`src/verilog/uart_frame_pkg.sv`:
```
/*
 Shared constants and carrier types for the serial frame control block.
 Assumes a 200 MHz system clock and a plain strobe register port.
*/
package uart_frame_pkg;
	// ----------------------------------------
	// Register map (byte address)
	// ----------------------------------------
	localparam logic [3:0] ADDR_FRAME_CTRL = 4'h0;
	localparam logic [3:0] ADDR_STATUS = 4'h4;
	localparam logic [3:0] ADDR_SECOND_CTRL = 4'h8;
	localparam logic [3:0] ADDR_TX_HOLD = 4'hC;
	// Receive data and divisor sit on odd bytes of their own
	localparam logic [3:0] ADDR_RX_DATA = 4'h1;
	localparam logic [3:0] ADDR_BAUD = 4'h5;

	// ----------------------------------------
	// Frame control field positions
	// ----------------------------------------
	localparam int FC_GLOBAL_EN = 7;
	localparam int FC_NINE_BIT = 6;
	localparam int FC_PARITY_EN = 5;
	localparam int FC_ODD_PARITY = 4;
	localparam int FC_TWO_STOP = 3;
	localparam int FC_BREAK = 2;
	localparam int FC_RX_NINTH = 1;
	localparam int FC_TX_NINTH = 0;

	// ----------------------------------------
	// Second control and status positions
	// ----------------------------------------
	localparam int SC_TX_EN = 7;
	localparam int SC_RX_EN = 6;
	localparam int ST_PARITY_ERR = 7;
	localparam int ST_NOISE = 6;
	localparam int ST_FRAMING = 5;
	localparam int ST_OVERRUN = 4;
	localparam int ST_RX_IDLE = 3;
	localparam int ST_RX_AVAIL = 2;
	localparam int ST_TX_IDLE = 1;
	localparam int ST_TX_EMPTY = 0;

	// ----------------------------------------
	// Reset values and timing counts
	// ----------------------------------------
	localparam logic [7:0] FRAME_CTRL_RST = 8'h00;
	localparam logic [7:0] SECOND_CTRL_RST = 8'h00;
	localparam logic [7:0] BAUD_RST = 8'h0F;
	localparam logic [3:0] BREAK_MIN_BITS = 4'hD;

	// Transmitter states
	typedef enum logic [2:0]
	{
		TX_IDLE = 3'b000,
		TX_START = 3'b001,
		TX_DATA = 3'b010,
		TX_PAR = 3'b011,
		TX_STOP = 3'b100,
		TX_BRK = 3'b101
	} tx_state_e;

	// Frame settings shared with the transmitter
	typedef struct packed
	{
		logic nine_bit_select;
		logic parity_enable;
		logic odd_parity_select;
		logic two_stop_select;
		logic break_request;
	} frame_cfg_s;
endpackage

```
`src/verilog/baud_tick_gen.sv`:
```
/*
 Baud tick generator: one pulse each divisor+1 clocks.
 Assumes clear is held while the serial unit is disabled.
*/
module baud_tick_gen
	import uart_frame_pkg::*;
#(
	parameter int W = 8
)
(
	input wire logic clk, // System clock
	input wire logic rst_b, // Async reset, low
	input wire logic clear, // Reload counter
	input wire logic [W-1:0] divisor, // Bit period minus one
	output logic tick // One bit period elapsed
);
	typedef struct packed
	{
		logic [W-1:0] cnt;
		logic tick;
	} st_s;
	st_s st_r;
	st_s st_nxt;

	// ----------------------------------------
	// Counter
	// ----------------------------------------
	// Count down, reload at zero or on clear
	always_comb
	begin
		st_nxt = st_r;
		st_nxt.tick = 1'b0;
		if (clear)
			st_nxt.cnt = divisor;
		else if (st_r.cnt == '0)
		begin
			st_nxt.cnt = divisor;
			st_nxt.tick = 1'b1;
		end
		else
			st_nxt.cnt = st_r.cnt - 1'b1;
	end

	// State register
	always_ff @(posedge clk or negedge rst_b)
	begin
		if (!rst_b)
			st_r <= '0;
		else
			st_r <= st_nxt;
	end

	assign tick = st_r.tick;
endmodule

```
`src/verilog/rx_pin_sync.sv`:
```
/*
 Three-stage synchroniser for the receive pin.
 A change counts once the second and third stages agree.
*/
module rx_pin_sync
	import uart_frame_pkg::*;
(
	input wire logic clk, // System clock
	input wire logic rst_b, // Async reset, low
	input wire logic pin_in, // Raw pin level
	output logic level // Filtered level
);
	typedef struct packed
	{
		logic [2:0] sh;
		logic level;
	} st_s;
	st_s st_r;
	st_s st_nxt;

	// Shift and agree
	always_comb
	begin
		st_nxt = st_r;
		st_nxt.sh = {st_r.sh[1:0], pin_in};
		if (st_r.sh[1] == st_r.sh[2])
			st_nxt.level = st_r.sh[2];
	end

	// State register, idle high
	always_ff @(posedge clk or negedge rst_b)
	begin
		if (!rst_b)
			st_r <= '1;
		else
			st_r <= st_nxt;
	end

	assign level = st_r.level;
endmodule

```
`src/verilog/uart_frame_control.sv`:
```
/*
 Serial frame control and transmitter with a simple receiver.
 Assumes a strobe register port with read data one cycle later,
 and a pin mux outside that honours the enable outputs.
*/
// Function
// Empty flag sets when holding moves to shifter
// Status read then holding write clears empty
// Enabling transmitter sets empty flag
// Global enable hands pins to serial unit; code also needs the transmit or receive enable for each pin
// Disable flushes buffers, reloads baud counter
// Disable clears enables/flags, sets idle flags
// Disable keeps other configuration bits
// Disable aborts active transfers at once
// Length bit picks 8 or 9 bits
// Nine-bit parity not stored in ninth bit
// Eight-bit parity not stored in bit seven
// Parity enable turns parity on
// Parity type: odd when set
// Stop select gives one or two two_stop_select
// Break after data, low thirteen bits minimum
// Read-only ninth received bit
// Write-only ninth transmit bit, resets zero
// Idle when empty and nothing sending
// Transmitter runs with both enables set
// Start low, LSB first, parity, two_stop_select
module uart_frame_control
	import uart_frame_pkg::*;
#(
	parameter int DIV_W = 8
)
(
	input wire logic clk, // 200 MHz clock
	input wire logic rst_b, // Async reset, low
	input wire logic [3:0] addr, // Register byte address
	input wire logic [7:0] wdata, // Write data
	input wire logic wr, // Write strobe
	input wire logic rd, // Read strobe
	output logic [7:0] rdata, // Read data, next cycle
	input wire logic rx_pin, // Serial receive pin
	output logic tx_out, // Serial transmit level
	output logic tx_oe, // Unit owns transmit pin
	output logic rx_own // Unit owns receive pin
);
	typedef struct packed
	{
		logic [7:0] fc;
		logic [7:0] sc;
		logic [DIV_W-1:0] baud;
		logic [8:0] hold;
		logic hold_full;
		logic [8:0] shift;
		logic [3:0] cnt;
		logic stop2;
		logic par;
		tx_state_e txs;
		logic tx_line;
		logic tx_empty;
		logic tx_idle;
		logic empty_seen;
		logic idle_seen;
		logic [7:0] rxd;
		logic rx_avail;
		logic rx_idle;
		logic rx_busy;
		logic [3:0] rcnt;
		logic [8:0] rsh;
		logic [7:0] rdata;
	} st_s;
	st_s st_r;
	st_s st_nxt;

	logic tick;
	logic rx_level;
	logic global_en;
	logic disable_now;
	frame_cfg_s cfg;
	logic [3:0] nbits;

	assign global_en = st_r.fc[FC_GLOBAL_EN];
	assign cfg = {st_r.fc[FC_NINE_BIT], st_r.fc[FC_PARITY_EN],
		st_r.fc[FC_ODD_PARITY], st_r.fc[FC_TWO_STOP], st_r.fc[FC_BREAK]};
	assign disable_now = !global_en;
	// Bits between start and stop, parity slot included: 8 or 9
	assign nbits = cfg.nine_bit_select ? 4'h9 : 4'h8;

	baud_tick_gen #(.W(DIV_W)) u_baud
	(
		.clk(clk),
		.rst_b(rst_b),
		.clear(disable_now),
		.divisor(st_r.baud),
		.tick(tick)
	);

	rx_pin_sync u_rxs
	(
		.clk(clk),
		.rst_b(rst_b),
		.pin_in(rx_pin),
		.level(rx_level)
	);

	// ----------------------------------------
	// Next-state logic
	// ----------------------------------------
	always_comb
	begin
		logic tx_run;
		logic [8:0] word;
		tx_run = 1'b0;
		word = '0;
		st_nxt = st_r;
		tx_run = global_en && st_r.sc[SC_TX_EN];
		// Register reads, status read arms the clears
		if (rd)
		begin
			case (addr)
				ADDR_FRAME_CTRL: st_nxt.rdata = {st_r.fc[7:1], 1'b0};
				ADDR_STATUS:
				begin
					st_nxt.rdata = 8'h00;
					st_nxt.rdata[ST_TX_EMPTY] = st_r.tx_empty;
					st_nxt.rdata[ST_TX_IDLE] = st_r.tx_idle;
					st_nxt.rdata[ST_RX_AVAIL] = st_r.rx_avail;
					st_nxt.rdata[ST_RX_IDLE] = st_r.rx_idle;
					st_nxt.empty_seen = st_r.tx_empty;
					st_nxt.idle_seen = st_r.tx_idle;
				end
				ADDR_SECOND_CTRL: st_nxt.rdata = st_r.sc;
				ADDR_RX_DATA:
				begin
					st_nxt.rdata = st_r.rxd;
					st_nxt.rx_avail = 1'b0;
				end
				ADDR_BAUD: st_nxt.rdata = 8'(st_r.baud);
				default: st_nxt.rdata = 8'h00;
			endcase
		end
		// Register writes
		if (wr)
		begin
			case (addr)
				ADDR_FRAME_CTRL:
				begin
					st_nxt.fc = {wdata[7:2], st_r.fc[FC_RX_NINTH], wdata[0]};
				end
				ADDR_SECOND_CTRL:
				begin
					st_nxt.sc = wdata;
					if (wdata[SC_TX_EN] && !st_r.sc[SC_TX_EN]
						&& !st_r.hold_full)
						st_nxt.tx_empty = 1'b1;
				end
				ADDR_BAUD: st_nxt.baud = DIV_W'(wdata);
				ADDR_TX_HOLD:
				begin
					st_nxt.hold = {st_r.fc[FC_TX_NINTH], wdata};
					st_nxt.hold_full = 1'b1;
					if (st_r.empty_seen)
					begin
						st_nxt.tx_empty = 1'b0;
						st_nxt.empty_seen = 1'b0;
					end
					if (st_r.idle_seen)
					begin
						st_nxt.tx_idle = 1'b0;
						st_nxt.idle_seen = 1'b0;
					end
				end
				default: ;
			endcase
		end
		// Transmitter
		if (!tx_run)
		begin
			st_nxt.txs = TX_IDLE;
			st_nxt.tx_line = 1'b1;
		end
		else
		begin
			case (st_r.txs)
				TX_IDLE:
				begin
					if (tick && st_r.hold_full)
					begin
						st_nxt.shift = st_r.hold;
						st_nxt.hold_full = 1'b0;
						st_nxt.tx_empty = 1'b1;
						st_nxt.tx_idle = 1'b0;
						st_nxt.par = cfg.odd_parity_select;
						st_nxt.cnt = 4'h0;
						st_nxt.stop2 = cfg.two_stop_select;
						st_nxt.tx_line = 1'b0;
						st_nxt.txs = TX_START;
					end
					else if (tick && cfg.break_request)
					begin
						st_nxt.tx_idle = 1'b0;
						st_nxt.tx_line = 1'b0;
						st_nxt.cnt = 4'h0;
						st_nxt.txs = TX_BRK;
					end
					else if (st_r.tx_empty)
						st_nxt.tx_idle = 1'b1;
				end
				TX_START, TX_DATA:
				begin
					if (tick)
					begin
						if (st_r.cnt == nbits - 4'h1 && cfg.parity_enable)
						begin
							// Last slot carries parity instead of data
							st_nxt.tx_line = st_r.par;
							st_nxt.txs = TX_PAR;
						end
						else if (st_r.cnt == nbits)
						begin
							st_nxt.tx_line = 1'b1;
							st_nxt.txs = TX_STOP;
						end
						else
						begin
							st_nxt.tx_line = st_r.shift[0];
							st_nxt.par = st_r.par ^ st_r.shift[0];
							st_nxt.shift = {1'b0, st_r.shift[8:1]};
							st_nxt.cnt = st_r.cnt + 4'h1;
							st_nxt.txs = TX_DATA;
						end
					end
				end
				TX_PAR:
				begin
					if (tick)
					begin
						st_nxt.tx_line = 1'b1;
						st_nxt.txs = TX_STOP;
					end
				end
				TX_STOP:
				begin
					if (tick)
					begin
						if (st_r.stop2)
							st_nxt.stop2 = 1'b0;
						else
							st_nxt.txs = TX_IDLE;
					end
				end
				TX_BRK:
				begin
					if (tick && st_r.cnt != BREAK_MIN_BITS)
						st_nxt.cnt = st_r.cnt + 4'h1;
					if (tick && st_r.cnt == BREAK_MIN_BITS
						&& !cfg.break_request)
					begin
						st_nxt.tx_line = 1'b1;
						st_nxt.txs = TX_IDLE;
					end
				end
				default: st_nxt.txs = TX_IDLE;
			endcase
		end
		// Receiver: sample once per bit period
		if (!(global_en && st_r.sc[SC_RX_EN]))
		begin
			st_nxt.rx_busy = 1'b0;
			st_nxt.rx_idle = 1'b1;
		end
		else if (tick)
		begin
			if (!st_r.rx_busy)
			begin
				if (!rx_level)
				begin
					st_nxt.rx_busy = 1'b1;
					st_nxt.rx_idle = 1'b0;
					st_nxt.rcnt = 4'h0;
				end
			end
			else if (st_r.rcnt == nbits)
			begin
				st_nxt.rx_busy = 1'b0;
				st_nxt.rx_idle = 1'b1;
				st_nxt.rx_avail = 1'b1;
				word = st_r.rsh >> (4'h9 - nbits);
				st_nxt.rxd = word[7:0];
				if (cfg.nine_bit_select && !cfg.parity_enable)
					st_nxt.fc[FC_RX_NINTH] = word[8];
				if (!cfg.nine_bit_select && cfg.parity_enable)
					st_nxt.rxd[7] = 1'b0;
			end
			else
			begin
				st_nxt.rsh = {rx_level, st_r.rsh[8:1]};
				st_nxt.rcnt = st_r.rcnt + 4'h1;
			end
		end
		// Global disable overrides everything
		if (disable_now)
		begin
			st_nxt.sc[SC_TX_EN] = 1'b0;
			st_nxt.sc[SC_RX_EN] = 1'b0;
			st_nxt.fc[FC_BREAK] = 1'b0;
			st_nxt.hold_full = 1'b0;
			st_nxt.rx_avail = 1'b0;
			st_nxt.tx_idle = 1'b1;
			st_nxt.tx_empty = 1'b1;
			st_nxt.rx_idle = 1'b1;
			st_nxt.rx_busy = 1'b0;
			st_nxt.txs = TX_IDLE;
			st_nxt.tx_line = 1'b1; // fc except break, baud kept
		end
	end

	// State register
	always_ff @(posedge clk or negedge rst_b)
	begin
		if (!rst_b)
		begin
			st_r <= '0;
			st_r.fc <= FRAME_CTRL_RST;
			st_r.sc <= SECOND_CTRL_RST;
			st_r.baud <= DIV_W'(BAUD_RST);
			st_r.tx_line <= 1'b1;
			st_r.tx_empty <= 1'b1;
			st_r.tx_idle <= 1'b1;
			st_r.rx_idle <= 1'b1;
			st_r.txs <= TX_IDLE;
		end
		else
			st_r <= st_nxt;
	end

	// ----------------------------------------
	// Outputs
	// ----------------------------------------
	assign rdata = st_r.rdata;
	assign tx_out = st_r.tx_line;
	assign tx_oe = global_en && st_r.sc[SC_TX_EN];
	assign rx_own = global_en && st_r.sc[SC_RX_EN];

	// ----------------------------------------
	// Checks
	// ----------------------------------------
	property p_empty_on_load;
		@(posedge clk) disable iff (!rst_b)
		(st_r.txs == TX_IDLE && tx_oe && tick && st_r.hold_full && global_en)
		|=> st_r.tx_empty && st_r.txs == TX_START;
	endproperty
	a_empty_on_load: assert property (p_empty_on_load)
		else $error("empty flag not set on load");

	property p_disable_flags;
		@(posedge clk) disable iff (!rst_b)
		!global_en |=> tx_out && st_r.tx_empty && st_r.tx_idle
			&& !st_r.sc[SC_TX_EN] && !st_r.fc[FC_BREAK];
	endproperty
	a_disable_flags: assert property (p_disable_flags)
		else $error("disable did not reset flags");

	property p_pin_owner;
		@(posedge clk) disable iff (!rst_b)
		!global_en |-> !tx_oe && !rx_own;
	endproperty
	a_pin_owner: assert property (p_pin_owner)
		else $error("pins held while disabled");

	property p_start_low;
		@(posedge clk) disable iff (!rst_b)
		$rose(st_r.txs == TX_START) |-> !tx_out;
	endproperty
	a_start_low: assert property (p_start_low)
		else $error("start bit not low");

	property p_break_low;
		@(posedge clk) disable iff (!rst_b)
		st_r.txs == TX_BRK |-> !tx_out;
	endproperty
	a_break_low: assert property (p_break_low)
		else $error("line high during break");

	property p_break_min;
		@(posedge clk) disable iff (!rst_b)
		($past(st_r.txs) == TX_BRK && st_r.txs == TX_IDLE && global_en)
		|-> $past(st_r.cnt) == BREAK_MIN_BITS;
	endproperty
	a_break_min: assert property (p_break_min)
		else $error("break ended early");

	property p_idle_stop;
		@(posedge clk) disable iff (!rst_b)
		st_r.txs == TX_STOP |-> tx_out;
	endproperty
	a_idle_stop: assert property (p_idle_stop)
		else $error("stop bit not high");

	property p_keep_cfg;
		@(posedge clk) disable iff (!rst_b)
		(!global_en && !wr) |=> st_r.baud == $past(st_r.baud)
			&& st_r.fc[6:3] == $past(st_r.fc[6:3]);
	endproperty
	a_keep_cfg: assert property (p_keep_cfg)
		else $error("configuration lost on disable");
endmodule

```
`config.mk`:
```
export PLATFORM = sky130hd
export DESIGN_NAME = uart_frame_control
export DESIGN_NICKNAME = d
export VERILOG_FILES = /design/src/verilog/uart_frame_pkg.sv /design/src/verilog/baud_tick_gen.sv /design/src/verilog/rx_pin_sync.sv /design/src/verilog/uart_frame_control.sv
export SDC_FILE = /design/constraint.sdc
export NUM_CORES = 1
export LEC_CHECK = 0
export ABC_AREA = 1
export BUFFER_PORTS_ARGS = -buffer_cell sky130_fd_sc_hd__buf_4
export CAP_MARGIN = 20
export CELL_PAD_IN_SITES_DETAIL_PLACEMENT = 0
export CELL_PAD_IN_SITES_GLOBAL_PLACEMENT = 2
export CORE_MARGIN = 4
export CORE_UTILIZATION = 38
export DETAILED_ROUTE_END_ITERATION = 16
export PLACE_DENSITY_LB_ADDON = 0.1
export SLEW_MARGIN = 20
export SYNTH_ARGS = -nofsm -noshare
export SYNTH_HDL_FRONTEND = slang
export SYNTH_HIERARCHICAL = 1
export SYNTH_SLANG_ARGS = --single-unit
export TNS_END_PERCENT = 20
```
`constraint.sdc`:
```
create_clock -name clk -period 2 [get_ports clk]
set_input_delay 0.2 -clock clk [delete_from_list [all_inputs] [get_ports clk]]
set_output_delay 0.2 -clock clk [all_outputs]
set_load 0.005 [all_outputs]
```
==> summary.txt <==
Placed design
  • IO Port Bufs: 27
  • Post-DP HPWL: 10030 um
  • Placed cell count: 815
  • Placer Congestion: 0.8135
  • Pre-CTS WS: 0.1847 ns

Routing
  • DRC: 0
  • DR vias/cell: 4.942
  • Routed len/inst: 15.98 um
  • Final wirelength: 13310 um
  • Vias post-DR: 4117
  • 1st-iter DRT viols: 236
  • ANT nets after route: 0
  • DRT Pass-1 Iters: 4

Global routing
  • Met3 GRT Util: 3.006%
  • GR Util met2: 24.10%
  • Most Used Layer, Global Route: met1
  • Initial antenna violation count: 0
  • Global Route met1 Usage: 27.14%
  • Vias in the first global route: 4051
  • Gr usage total: 17.33%
  • First-pass GRT wire length: 21890 um
  • Largest net degree at the start of global routing: 44
  • Grt ovf: 0

Critical path
  • Most frequent CP cell: nand2_2
  • Worst Setup Path Type: reg2reg
  • CP max stage cell: dfrtp_1
  • CP Capture Type: flop
  • Crit path max fanout: 20
  • WP data required: 2.24 ns
  • Worst EP arrival: 2.06 ns
  • Largest stage delay on the critical path: 0.46 ns
  • Critical path, cell by cell: inv_2, nand2_4, nor2_8, nand2_2, nand2_2, nand4_4, nand2_1, o21ai_2
  • Critical Path Start Type: flop

Power
  • Power per Cell Area: 867.0 nW/um^2
  • Worst VDD drop: 0.4568 mV
  • Leak: 2.747 nW

STA
  • Worst slew pin tran: 0.5661 ns
  • Slew Limit Headroom: 62.16%
  • Unrepaired setup endpoints after global routing: false
  • Fin. Hold Viols: 0
  • Final min period: 1.827 ns
  • Setup TNS: 0 ns
  • Final setup vio count: 0
  • Final worst slack: 0.1730 ns
  • Hold_ws: 0.1183 ns
  • Fmax: 547.3 MHz
  • Count of pins over their slew limit: 0
  • Worst Skew: 0.008904 ns
  • Tcrit/Tclk final: 91.35%

Layout
  • Utilization after layout: 44.26%
  • Filler-free cell count of the finished design: 833
  • Layout cell share with drive strength beyond 1: 20.09%
  • # diodes: 0
  • Synth-to-Final Area Change: 12.53%
  • # nets final: 674

Clocking
  • CTS Sinks: 102
  • Post-CTS Resized: 0
  • CTS tree: done
  • Clk_lat worst skew: 0.35 ns
  • Clock buffer depth: 2
  • Cts bufs inserted: 9
  • # Post-CTS Setup Buffers: 0
  • Htree depth: 3
  • CTS clk-pin slew, worst paths: 0.08 ns
  • Root Driver: clkbuf_16

Synth
  • Sequential fraction of the synthesis area: 48.52%
  • Synth top cells by count: nand2_1, dfrtp_1, inv_1
  • Synth warn: 6
  • Number of synthesized flops with an enable pin: 0
  • Most common cell in the netlist: nand2_1
  • Synthesized instance count: 628
  • Synth top area share: 42.56%
  • Synth cell types: 40
  • Synth async-reset ratio: 100.0%
  • Area leader, netlist: dfrtp_1
  • Syn Area/Cell: 8.426 um^2
  • Top_reg_cell synth: dfrtp_1
  • Synthesis-stage register bit count: 102
  • Mapped Area: 5291 um^2
  • Area contributors post-synth: dfrtp_1, nand2_1, dfstp_2
  • Syn_nets: 650

Floorplan
  • Die height: 126 um
  • Core area: 13450 um^2
  • Io pins: 28
  • # rows: 42
  • DIE AREA: 15880 um^2
  • Initial cell density of the core: 39.33%
  • Die Wd: 126 um

Flow run
  • Max cap viols: 0

Outcome
  • Status: complete, no violations

Min path
  • Worst hold path class: in2reg
==> power by group <==
| part | switching [W] | leakage [nW] | internal (W) |
|---|---|---|---|
| Clock | 0.000819 | 0.144 | 0.000983 |
| Sequential | 0.000201 | 1.33 | 0.00229 |
| Combinational | 0.000557 | 1.27 | 0.000311 |
==> worst max-delay path, delay by kind of cell (launching register included) <==
family / cells / cell delay (ns)
flops: 1 / 0.46
simple gates: 6 / 1.02
compound gates: 1 / 0.07
buf+inv: 1 / 0.16
==> through the flow <==
step / total power, W / cell area, um^2
after global placement: 0.003386 / 5637
final: 0.005162 / 5954
after global routing: 0.005457 / 5954
after floorplan: 0.003087 / 5291
after CTS: 0.005247 / 5954
after detailed placement: 0.003402 / 5637
==> routing by layer <==
metal	part of all wire, %	vias up
li1	-	2093
met1	53	1940
met2	42	73
met3	3.8	11
met4	1.4	0
met5	0	-
==> cell families (layout without fill, tap and decap cells) <==
| kind of cell | after synthesis | after routing | synth area share, % |
|---|---|---|---|
| and+or+nand+nor | 281 | 281 | 25.59 |
| AOI/OAI and AO/OA | 133 | 133 | 15.18 |
| adders and majority gates | 5 | 5 | 1.182 |
| DFF | 102 | 102 | 48.52 |
| buffers and inverters | 101 | 130 | 8.536 |
| xor gates and xnor gates | 6 | 6 | 0.9931 |
==> cell type report <==
class                   count  area [um^2]
clock buffers              10        229.0
repair buffers             37        307.8
inverters                  77        289.0
well taps                 176        220.2
flip-flops and latches    102         2567
fillers                  1391         7498
multi-input cells         425         2272
clock inverters             6        68.82
==> final timing paths <==
check	startpoint	endpoint	slack (ns)	cells past startpoint
max	st_r[39]$_DFFE_PN0P_	st_r[52]$_DFFE_PN0P_	0.17	8
min	wdata[7]	st_r[80]$_DFFE_PN0P_	0.12	3
max reg2reg	st_r[39]$_DFFE_PN0P_	st_r[52]$_DFFE_PN0P_	0.17	8
min reg2reg	u_rxs/st_nxt[2]$_DFF_PN1_	u_rxs/st_nxt[3]$_DFF_PN1_	0.36	0
max in group asynchronous	rst_b	st_r[66]$_DFFE_PN1P_	1.00	3
min in group asynchronous	rst_b	st_r[20]$_DFFE_PN0P_	0.35	2
==> repair_timing <==
item | in CTS | in global routing
hold buffers | 2 | 0
hold endpoints to repair | 27 | 0
setup endpoints to repair | 0 | 0
==> sequential cells by signal (all words and copies together) (netlist names) <==
register,flops
u_rxs/st_nxt,2
u_baud/st_r,8
cfg,5
tx_out,1
global_en,1
u_baud/tick,1
u_rxs/st_r,1
st_r,74
u_rxs/level,1
rdata,8
==> cells in the final DEF, fill, tap and decap left out, drive strengths merged <==
cell type,count
nand2,179
dfrtp,90
o21ai,88
inv,77
nand3,44
nor2,44
buf,35
a21oi,17
dfstp,12
clkbuf,10
o211ai,10
nand4,9
a22oi,8
ha,5
o22ai,4
xor2,4
clkinv,4
o2111ai,3
nor3,3
xnor2,2
or2,2
dlygate4sd3,2
o21a,1
a31oi,1
o31ai,1
bufinv,1
clkinvlp,1
Power figures use the tool's default switching activity.
